## src/pkg/aesf_pkg.sv

```systemverilog
// Constants for the accelerometer event status flag block.
// Assumes a host register port decodes addresses and pulses read strobes.
//
// Overview of operation
// - Data-ready sets when a fresh XYZ and temperature result set arrives.
// - Data-ready clears on any read of magnitude or axis output registers.
// - Buffer mode above zero forces data-ready to zero.
// - Boot pin low: output read clears data-ready flag and its interrupt.
// - Boot pin high: data-ready interrupt is a self-clearing pulse of 5 ms.
// - Entering standby cuts a running data-ready pulse short at once.
// - Overrun sets when new results land before previous set was read.
// - No overrun if any axis output register was read before new results.
// - Any read of the interrupt status register clears overrun.
// - Buffer mode above zero holds overrun at zero.
// - Buffer event flag is OR of watermark, overflow and gate error.
// - Buffer event flag may be active only when buffer mode above zero.
// - In triggered buffer mode watermark is excluded from buffer event.
// - Buffer full sets buffer event and may raise a routed interrupt pin.
// - Outside flag mirrors outside event; latched clears on source read.
// - Within flag mirrors within event; latched clears on source read.
// - Writes act only in standby except active, soft reset, flush bits.
// - External trigger mode ignores host changes to the active bit.
// - Endian select picks little right or big left; little is default.
// - Standby to active or trigger marks output buffer contents invalid.
// - Volatile event sources reset when leaving standby for active modes.
// - Boot-done sets on reset and after boot, holds until soft reset or hibernate exit.
// - Orientation change sets on new orientation, clears on status read.
// - Auto-sleep flag sets on any wake/sleep change, clears on mode read.

package aesf_pkg;

  // ==========================================================
  // Register map
  localparam logic [7:0] STATUS_OFFSET = 8'h00;
  localparam logic [7:0] STATUS_RESET = 8'h01;

  // ==========================================================
  // Bit positions in the status byte
  localparam int BIT_DRDY = 7;
  localparam int BIT_OVF = 6;
  localparam int BIT_BUF = 5;
  localparam int BIT_OT = 4;
  localparam int BIT_WT = 3;
  localparam int BIT_ORIENT = 2;
  localparam int BIT_ASLP = 1;
  localparam int BIT_BOOT = 0;

  // ==========================================================
  // Buffer mode codes
  localparam logic [1:0] BUF_MODE_OFF = 2'h0;
  localparam logic [1:0] BUF_MODE_TRIG = 2'h3;

  // ==========================================================
  // Data-ready pulse width on the boot pin high strap
  localparam int CLK_HZ = 100_000_000;
  localparam int PULSE_US = 5000;
  localparam int PULSE_CYCLES = CLK_HZ / 1_000_000 * PULSE_US;

  // Operating modes
  typedef enum logic [1:0] {
    AESF_STANDBY,
    AESF_ACTIVE,
    AESF_EXTERNAL_TRIGGER_MODE
  } aesf_mode_t;

endpackage

```

## src/design/aesf_flags.sv

```systemverilog
// Event status flag aggregation and interrupt pins of the accelerometer.
// Assumes engines and host port on clk give one-cycle pulses and levels.
`timescale 1ns/1ps

module aesf_flags #(
  parameter int PULSE_LEN = aesf_pkg::PULSE_CYCLES
) (
  input wire logic clk,
  input wire logic srst,
  // Strap, asynchronous
  input wire logic boot_mode_pin,
  // Host register access strobes
  input wire logic host_wr,
  input wire logic [7:0] host_wr_addr,
  input wire logic [7:0] host_wr_data,
  input wire logic wr_active_bit,
  input wire logic wr_active_val,
  input wire logic wr_soft_reset,
  input wire logic wr_buf_flush,
  input wire logic rd_status,
  input wire logic rd_vector_magnitude_out,
  input wire logic rd_axis_out,
  input wire logic rd_outside_event_source,
  input wire logic rd_within_event_source,
  input wire logic rd_orientation_status_reg,
  input wire logic rd_system_mode_reg,
  // Configuration held by the register file
  input wire logic [1:0] buf_mode,
  input wire logic outside_latch_enable,
  input wire logic within_latch_enable,
  input wire logic endian_select_in,
  input wire logic [7:0] int_enable,
  input wire logic [7:0] int_route_two,
  input wire logic external_trigger_mode,
  input wire logic hibernate_exit,
  // Engine events
  input wire logic new_result,
  input wire logic buffer_watermark_flag,
  input wire logic buffer_overflow_flag,
  input wire logic buffer_gate_error,
  input wire logic outside_event_active,
  input wire logic within_event_active,
  input wire logic new_orientation,
  input wire logic sleep_wake_change,
  input wire logic boot_finished,
  // Outputs
  output logic [7:0] interrupt_event_status,
  output logic active_bit,
  output logic soft_reset_pulse,
  output logic buf_flush_pulse,
  output logic cfg_write_en,
  output logic endian_select,
  output logic buffer_invalidate,
  output logic volatile_reset,
  output logic interrupt_pin_one,
  output logic interrupt_pin_two
);

  initial begin
    if (PULSE_LEN < 1) begin
      $error("PULSE_LEN must be at least one cycle");
    end
  end

  // ==========================================================
  // Strap synchroniser
  logic boot_pin_meta;
  logic boot_pin_sync;

  always_ff @(posedge clk) begin
    boot_pin_meta <= boot_mode_pin;
    boot_pin_sync <= boot_pin_meta;
  end

  // ==========================================================
  // Operating mode
  aesf_pkg::aesf_mode_t mode;
  aesf_pkg::aesf_mode_t next_mode;
  logic leave_standby;
  logic enter_standby;
  logic output_read;
  logic buf_on;
  logic trig_mode;

  // Trigger mode locks the active bit; other modes follow the host
  always_comb begin
    next_mode = mode;
    unique case (mode)
      aesf_pkg::AESF_STANDBY: begin
        if (wr_active_bit && wr_active_val) begin
          next_mode = external_trigger_mode ? aesf_pkg::AESF_EXTERNAL_TRIGGER_MODE :
                                              aesf_pkg::AESF_ACTIVE;
        end
      end
      aesf_pkg::AESF_ACTIVE: begin
        if (wr_active_bit && !wr_active_val) begin
          next_mode = aesf_pkg::AESF_STANDBY;
        end
      end
      aesf_pkg::AESF_EXTERNAL_TRIGGER_MODE: begin
        next_mode = aesf_pkg::AESF_EXTERNAL_TRIGGER_MODE;
      end
      default: next_mode = aesf_pkg::AESF_STANDBY;
    endcase
    if (wr_soft_reset) begin
      next_mode = aesf_pkg::AESF_STANDBY;
    end
  end

  always_ff @(posedge clk) begin
    if (srst) begin
      mode <= aesf_pkg::AESF_STANDBY;
    end else begin
      mode <= next_mode;
    end
  end

  assign leave_standby = (mode == aesf_pkg::AESF_STANDBY) &&
                         (next_mode != aesf_pkg::AESF_STANDBY);
  assign enter_standby = (mode != aesf_pkg::AESF_STANDBY) &&
                         (next_mode == aesf_pkg::AESF_STANDBY);
  assign output_read = rd_vector_magnitude_out || rd_axis_out;
  assign buf_on = (buf_mode != aesf_pkg::BUF_MODE_OFF);
  assign trig_mode = (buf_mode == aesf_pkg::BUF_MODE_TRIG);
  assign active_bit = (mode != aesf_pkg::AESF_STANDBY);

  // Exempt bits pass in any mode; the rest only in standby
  assign soft_reset_pulse = wr_soft_reset;
  assign buf_flush_pulse = wr_buf_flush;
  assign cfg_write_en = host_wr && (mode == aesf_pkg::AESF_STANDBY);
  assign buffer_invalidate = leave_standby;
  assign volatile_reset = leave_standby;

  // ==========================================================
  // Endian select, captured only in standby, little-endian default
  always_ff @(posedge clk) begin
    if (srst || wr_soft_reset) begin
      endian_select <= 1'b0;
    end else if (cfg_write_en &&
                 host_wr_addr != aesf_pkg::STATUS_OFFSET) begin
      endian_select <= endian_select_in;
    end
  end

  // ==========================================================
  // Data-ready and overrun
  logic drdy;
  logic ovf;
  logic set_unread;

  // New data wins over a read in the same cycle
  always_ff @(posedge clk) begin
    if (srst || leave_standby || buf_on) begin
      drdy <= 1'b0;
    end else if (new_result) begin
      drdy <= 1'b1;
    end else if (output_read) begin
      drdy <= 1'b0;
    end
  end

  // Tracks whether the current set has seen any axis read
  always_ff @(posedge clk) begin
    if (srst || leave_standby) begin
      set_unread <= 1'b0;
    end else if (new_result) begin
      set_unread <= 1'b1;
    end else if (rd_axis_out) begin
      set_unread <= 1'b0;
    end
  end

  always_ff @(posedge clk) begin
    if (srst || leave_standby || buf_on) begin
      ovf <= 1'b0;
    end else if (new_result && set_unread && !rd_axis_out) begin
      ovf <= 1'b1;
    end else if (rd_status) begin
      ovf <= 1'b0;
    end
  end

  // ==========================================================
  // Data-ready pulse for the boot pin high strap
  logic [$clog2(PULSE_LEN + 1)-1:0] pulse_cnt;
  logic drdy_pulse;

  always_ff @(posedge clk) begin
    if (srst || enter_standby || !boot_pin_sync || buf_on) begin
      pulse_cnt <= '0;
    end else if (new_result) begin
      pulse_cnt <= ($clog2(PULSE_LEN + 1))'(PULSE_LEN);
    end else if (pulse_cnt != '0) begin
      pulse_cnt <= pulse_cnt - 1'b1;
    end
  end

  assign drdy_pulse = (pulse_cnt != '0);

  // ==========================================================
  // Buffer event; watermark dropped in triggered mode
  logic buf_evt;

  assign buf_evt = buf_on &&
                   ((buffer_watermark_flag && !trig_mode) ||
                    buffer_overflow_flag ||
                    buffer_gate_error);

  // ==========================================================
  // Threshold copies; latched copies hold until source read
  logic ot_flag;
  logic wt_flag;

  always_ff @(posedge clk) begin
    if (srst || leave_standby) begin
      ot_flag <= 1'b0;
    end else if (outside_event_active) begin
      ot_flag <= 1'b1;
    end else if (!outside_latch_enable || rd_outside_event_source) begin
      ot_flag <= 1'b0;
    end
  end

  always_ff @(posedge clk) begin
    if (srst || leave_standby) begin
      wt_flag <= 1'b0;
    end else if (within_event_active) begin
      wt_flag <= 1'b1;
    end else if (!within_latch_enable || rd_within_event_source) begin
      wt_flag <= 1'b0;
    end
  end

  // ==========================================================
  // Orientation, auto-sleep and boot flags
  logic orient_flag;
  logic aslp_flag;
  logic boot_flag;

  always_ff @(posedge clk) begin
    if (srst) begin
      orient_flag <= 1'b0;
    end else if (new_orientation) begin
      orient_flag <= 1'b1;
    end else if (rd_orientation_status_reg) begin
      orient_flag <= 1'b0;
    end
  end

  always_ff @(posedge clk) begin
    if (srst) begin
      aslp_flag <= 1'b0;
    end else if (sleep_wake_change) begin
      aslp_flag <= 1'b1;
    end else if (rd_system_mode_reg) begin
      aslp_flag <= 1'b0;
    end
  end

  // Boot is complete once reset ends unless the engine is rebooting
  always_ff @(posedge clk) begin
    if (srst) begin
      boot_flag <= aesf_pkg::STATUS_RESET[aesf_pkg::BIT_BOOT];
    end else if (wr_soft_reset || hibernate_exit) begin
      boot_flag <= 1'b0;
    end else if (boot_finished) begin
      boot_flag <= 1'b1;
    end
  end

  // ==========================================================
  // Status byte, all flags sampled together
  logic [7:0] flags;

  always_comb begin
    flags = 8'h00;
    flags[aesf_pkg::BIT_DRDY] = drdy;
    flags[aesf_pkg::BIT_OVF] = ovf;
    flags[aesf_pkg::BIT_BUF] = buf_evt;
    flags[aesf_pkg::BIT_OT] = ot_flag;
    flags[aesf_pkg::BIT_WT] = wt_flag;
    flags[aesf_pkg::BIT_ORIENT] = orient_flag;
    flags[aesf_pkg::BIT_ASLP] = aslp_flag;
    flags[aesf_pkg::BIT_BOOT] = boot_flag;
  end

  always_ff @(posedge clk) begin
    if (srst) begin
      interrupt_event_status <= aesf_pkg::STATUS_RESET;
    end else begin
      interrupt_event_status <= flags;
    end
  end

  // ==========================================================
  // Interrupt pins; pulse replaces the data-ready level on strap high
  logic [7:0] pin_src;

  always_comb begin
    pin_src = flags & int_enable;
    pin_src[aesf_pkg::BIT_DRDY] = int_enable[aesf_pkg::BIT_DRDY] &&
      (boot_pin_sync ? drdy_pulse : drdy);
  end

  always_ff @(posedge clk) begin
    if (srst) begin
      interrupt_pin_one <= 1'b0;
      interrupt_pin_two <= 1'b0;
    end else begin
      interrupt_pin_one <= |(pin_src & ~int_route_two);
      interrupt_pin_two <= |(pin_src & int_route_two);
    end
  end

endmodule

```

## config.mk

```make
export PLATFORM = sky130hd
export DESIGN_NAME = aesf_flags
export DESIGN_NICKNAME = d
export VERILOG_FILES = /design/src/pkg/aesf_pkg.sv /design/src/design/aesf_flags.sv
export SDC_FILE = /design/constraint.sdc
export NUM_CORES = 1
export LEC_CHECK = 0
export BUFFER_PORTS_ARGS = -buffer_cell sky130_fd_sc_hd__buf_2
export CORE_ASPECT_RATIO = 1.4
export CORE_MARGIN = 2
export CORE_UTILIZATION = 30
export DETAILED_ROUTE_END_ITERATION = 16
export GPL_TIMING_DRIVEN = 0
export PLACE_DENSITY = 0.61
export RECOVER_POWER = 50
export SLEW_MARGIN = 20
export SYNTH_ARGS = -nofsm -noshare
export SYNTH_HDL_FRONTEND = slang
export SYNTH_SLANG_ARGS = --single-unit
```

## constraint.sdc

```tcl
create_clock -name clk -period 1.8 [get_ports clk]
set_input_delay 0.36 -clock clk [delete_from_list [all_inputs] [get_ports clk]]
set_output_delay 0.36 -clock clk [all_outputs]
set_load 0.02 [all_outputs]
```

Word level (Yosys, flattened, before mapping) --
Cells that the tools add are included.
Storage, ports and cells: output and inout port bits 17, bits of input ports 63, flip-flop bits (word level) 42, word-level logic and storage cells 97
Cells by class: equality and inequality tests 3, $add $sub $neg 1, reduce and logical (&&, ||, !) cells 48, bitwise logic cells 4, muxes and demuxes 24
Operators by type and width (number):
- 2-to-1 mux 19 bit | 2
- nonzero test 2 bit | 12
- nonzero test 19 bit | 1
- subtractor 19 x 1 -> 19 bit, second input constant | 1
- 2-to-1 mux 1 bit | 17
- AND 8 bit | 2
- OR reduction 8 bit | 2
- logical OR 1 bit | 12
- logical AND 1 bit | 11
- 2-to-1 mux 2 bit | 4
- NOT 8 bit | 1
- nonzero test 8 bit | 1
- AND 7 bit | 1
- logical NOT 1 bit | 6
- case mux 2 bit (3 select lines) | 1
- equality test 2 bit, second input constant | 2
- logical NOT 2 bit | 2
- equality test 2 x 1 -> 1 bit, second input constant | 1
- OR reduction 2 bit | 1

Depth between registers and ports, before layout --
depth after elaboration 11, mapped depth 7, depth with buffers taken out 6

Least setup slack after synthesis --
Ideal clock, no wire load.
path kind flip-flop to output port, start reg mode[1], end out volatile_reset, path buffers 1, slack -104 ps, data required time 1440 ps, data arrival time 1544 ps, cell stages (with the launch flop) 4, cell sequence dfxtp_1 > or2_2 > nor3_1 > buf_4
On the way: cells in the longest elaborated chain, start to end 5
RTL lines:
- start: declaration | RTL line aesf_flags.sv:77 | aesf_pkg::aesf_mode_t mode;
- start signal: assignment | RTL line aesf_flags.sv:112 | mode <= aesf_pkg::AESF_STANDBY;
- start signal: assignment | RTL line aesf_flags.sv:114 | mode <= next_mode;
- equality test 2 bit, or another cell as far along | RTL line aesf_flags.sv:88 | unique case (mode)
- case mux 2 bit (3 select lines) | RTL line aesf_flags.sv:88
- 2-to-1 mux 2 bit | RTL line aesf_flags.sv:105 | if (wr_soft_reset) begin
- nonzero test 2 bit | RTL line aesf_flags.sv:119 | (next_mode != aesf_pkg::AESF_STANDBY);
- logical AND 1 bit * | RTL line aesf_flags.sv:118 | assign leave_standby = (mode == aesf_pkg::AESF_STANDBY) &&
- end: declaration | RTL line aesf_flags.sv:54 | output logic volatile_reset,
Every way passes the cells marked *; elsewhere a longest branch is shown, timed or not.

Worst setup path in the final report --
start reg pulse_cnt[0], end reg pulse_cnt[2]
On the way: cells in the longest elaborated chain, start to end 1
RTL lines:
- start: declaration | RTL line aesf_flags.sv:185 | logic [$clog2(PULSE_LEN + 1)-1:0] pulse_cnt;
- start signal: assignment | RTL line aesf_flags.sv:192 | pulse_cnt <= ($clog2(PULSE_LEN + 1))'(PULSE_LEN);
- start signal: assignment | RTL line aesf_flags.sv:194 | pulse_cnt <= pulse_cnt - 1'b1;
- subtractor 19 x 1 -> 19 bit / nonzero test 19 bit (equally long branches) | RTL line aesf_flags.sv:194, aesf_flags.sv:193
Parallel ways exist; a longest one is shown, timed or not. A chain may end at the register's enable or synchronous reset.

==> flow_summary.json <==
{
  "syn_area_um2": 2000,
  "crit_type": "register to register",
  "route.vias.total": 2069,
  "cts-root-buf": "clkbuf_8",
  "finalCritPeriodShare_pct": 98.5,
  "combPwrFrac_pct": 20.0,
  "drc": 0,
  "fmax_mhz": 564,
  "ys_seq_area_share_pct": 42.1,
  "synth_nets": 295,
  "cts_hold_buf": 0,
  "gp_congestion": 0.792,
  "hold_viol": 0,
  "finalPower_mw": 2.17,
  "pwr-share-clk_pct": 34.8,
  "ys_types": 52,
  "maxSlewViolCount": 0,
  "min_path_type": "input pin to register",
  "dpl.hpwl_um": 4080,
  "utilization_pct": 42.7,
  "critPathMaxFanout": 6,
  "drive_gt1_share_pct": 37.0,
  "die_y_um": 101,
  "arrival_ns": 1.96,
  "rsz0062_at_grt": "yes",
  "cp.required_ns": 1.99,
  "p_int_mw": 1.58,
  "endpoint_kind": "register",
  "synth_ff_type": "dfxtp_1",
  "wl_per_cell_um": 14.3,
  "startpoint_type": "register",
  "die_w_um": 73.0,
  "p_leak_nw": 1.23,
  "maxCapViolCount": 0,
  "ant_nets": 0,
  "swShare_pct": 27.3,
  "grt_pass1_vias": 1828,
  "first_pass_iters": 5,
  "synthArstFlopShare_pct": 0,
  "clock_path_buffers": 2,
  "yosysWarnings": 0,
  "fin_area_um2": 2790,
  "ir_drop_v": 0.000300,
  "clock_latency_ns": 0.30,
  "ys_ff_latch": 42,
  "core_area_um2": 6530,
  "portBuffers": 68,
  "start_util_pct": 30.6,
  "fp-row-count": 35,
  "syn_to_final_growth_pct": 39.4,
  "grtUsageTotal_pct": 15.1,
  "die_area_um2": 7340,
  "syn-instance-count": 230,
  "tightest_slew_ns": 0.584,
  "drt-initial-drc-count": 62,
  "antenna_found_initial": 0,
  "wirelength_um": 5620,
  "fin_skew_ns": 0.00486,
  "nets": 383,
  "setup_violations": 0,
  "diodes": 0,
  "p_per_area_nw_per_um2": 780,
  "cts-htree-levels": 2,
  "grt_start_max_net_pins": 14,
  "placed_cell_area_um2": 2440,
  "layout_commonest_cell": "buf_2",
  "cts_sinks": 42,
  "gr-total-overflow": 0,
  "tritoncts": "yes",
  "syn_area_per_cell_um2": 8.69,
  "p_switching_uw": 593,
  "io_pins": 80,
  "cts_buffers": 5,
  "slew_headroom_pct": 60.9,
  "layout_common_cells": "buf_2 (67), dfxtp_1 (36), a21oi_1 (15), nor2_1 (15)",
  "status": "finished, final reports clean",
  "grt_pass1_wl_um": 8670,
  "cts.clk_slew.worst_paths_ns": 0.08,
  "layout_min_cycle_time_ns": 1.77,
  "power_frac_seq_pct": 45.2,
  "vias_per_cell": 5.26,
  "synth_edf_count": 0
}
-- cells by family after synthesis --
logic type | synth area share [%]
AND/OR/NAND/NOR | 32.1
buffers and inverters | 4.76
multiplexers | 1.50
flip-flops | 42.1
adder cells (fa/ha/maj) | 1.25
AO/OA/AOI/OAI | 18.3
-- power by group through the flow --
stage / clock network (mW) / logic, mW / registers, mW
after global routing: 0.801 / 0.476 / 0.988
final: 0.756 / 0.435 / 0.983
after detailed placement: 0 / 0.363 / 1.01
after floorplan: 0 / 0.219 / 1.02
after global placement: 0 / 0.357 / 1.01
after CTS: 0.763 / 0.412 / 0.984
-- synth_stat cells, types with 2 or more instances --
library cell,n,share of area (%)
mux2i_1,3,1.5
nor3_1,9,2.3
nand3b_1,3,1.1
a21o_1,2,0.75
or3_1,3,0.94
nor2_1,15,2.8
o21ai_1,4,1.0
nand2b_1,2,0.63
dfxtp_1,42,42
inv_1,14,2.6
o22ai_1,3,0.94
buf_4,3,1.1
o41ai_1,2,0.88
o31ai_1,6,2.3
a21oi_1,15,3.8
nor3b_1,4,1.5
nand4b_1,2,0.88
ha_1,2,1.3
nor2b_1,9,2.8
nand4_1,7,2.2
or4_1,6,2.3
a31oi_1,10,3.1
nor4_4,2,2.1
nand2_1,15,2.8
o21ai_0,4,1.0
clkbuf_1,3,0.56
or2_2,3,0.94
nand3_1,9,2.3
nor4_1,4,1.3
and3_1,2,0.63
-- layout make-up --
| cell class | count | area, µm² |
|---|---|---|
| clock buffer | 6 | 72.6 |
| sequential | 42 | 858 |
| multi-input combinational | 167 | 1190 |
| inverter | 14 | 57.6 |
| buffer | 7 | 41.3 |
| timing repair buffer | 81 | 440 |
| clock inverter | 2 | 37.5 |
| tap | 74 | 92.6 |
| fill | 632 | 3740 |
-- metrics by stage --
| stage | worst slack (ns) | TNS, ns | std cells | hold slack [ns] |
|---|---|---|---|---|
| after floorplan | 0.0709 | 0 | 230 | 0.310 |
| after global placement | -0.365 | -5.17 | 372 | 0.313 |
| after detailed placement | -0.399 | -5.93 | 372 | 0.315 |
| after CTS | -0.00438 | -0.00438 | 391 | 0.153 |
| after global routing | -0.0368 | -0.238 | 393 | 0.154 |
| final | 0.0272 | 0 | 393 | 0.157 |
-- metal layers --
layer  up-vias  part of all wire, %  GRT usage, %  routed length, µm
met5         -                    0             0                  0
met4         0                  2.4          5.56                136
met3        13                  5.5          3.10                310
met2        83                   52          26.9               2940
met1       935                   40          17.5               2240
li1       1038                    -             -                  -
-- state kept, by name (all words and copies together) (netlist names) --
signal	flops
pulse_cnt	19
interrupt_event_status	8
mode	2
aslp_flag	1
boot_flag	1
boot_pin_meta	1
boot_pin_sync	1
drdy	1
endian_select	1
interrupt_pin_one	1
interrupt_pin_two	1
orient_flag	1
ot_flag	1
ovf	1
set_unread	1
wt_flag	1
-- critical path: stages, from the launching register on --
cell and delay [ns]:
dfxtp_4 0.36, inv_4 0.08, ha_4 0.15, nor4b_4 0.33
nand4_1 0.27, buf_2 0.24, o211ai_1 0.16, a21oi_1 0.08
-- worst paths after layout --
check                                               start                   endpoint  slack, ns  depth (start not counted)
worst max-delay path            pulse_cnt[0]$_SDFFE_PP0N_  pulse_cnt[2]$_SDFFE_PP0N_       0.03                          7
worst min-delay path                        boot_mode_pin      boot_pin_meta$_DFF_P_       0.16                          1
worst max register to register  pulse_cnt[0]$_SDFFE_PP0N_  pulse_cnt[2]$_SDFFE_PP0N_       0.03                          7
worst min register to register      boot_pin_meta$_DFF_P_      boot_pin_sync$_DFF_P_       0.33                          0
-- what timing repair did --
item / CTS / global route
setup buffers: 10 / 2
pin swaps: 3 / 2
cloned: 1 / 1
setup endpoints to repair: 23 / 18
resized for setup: 17 / 19
Note: power is estimated with default switching activity, not from simulation.
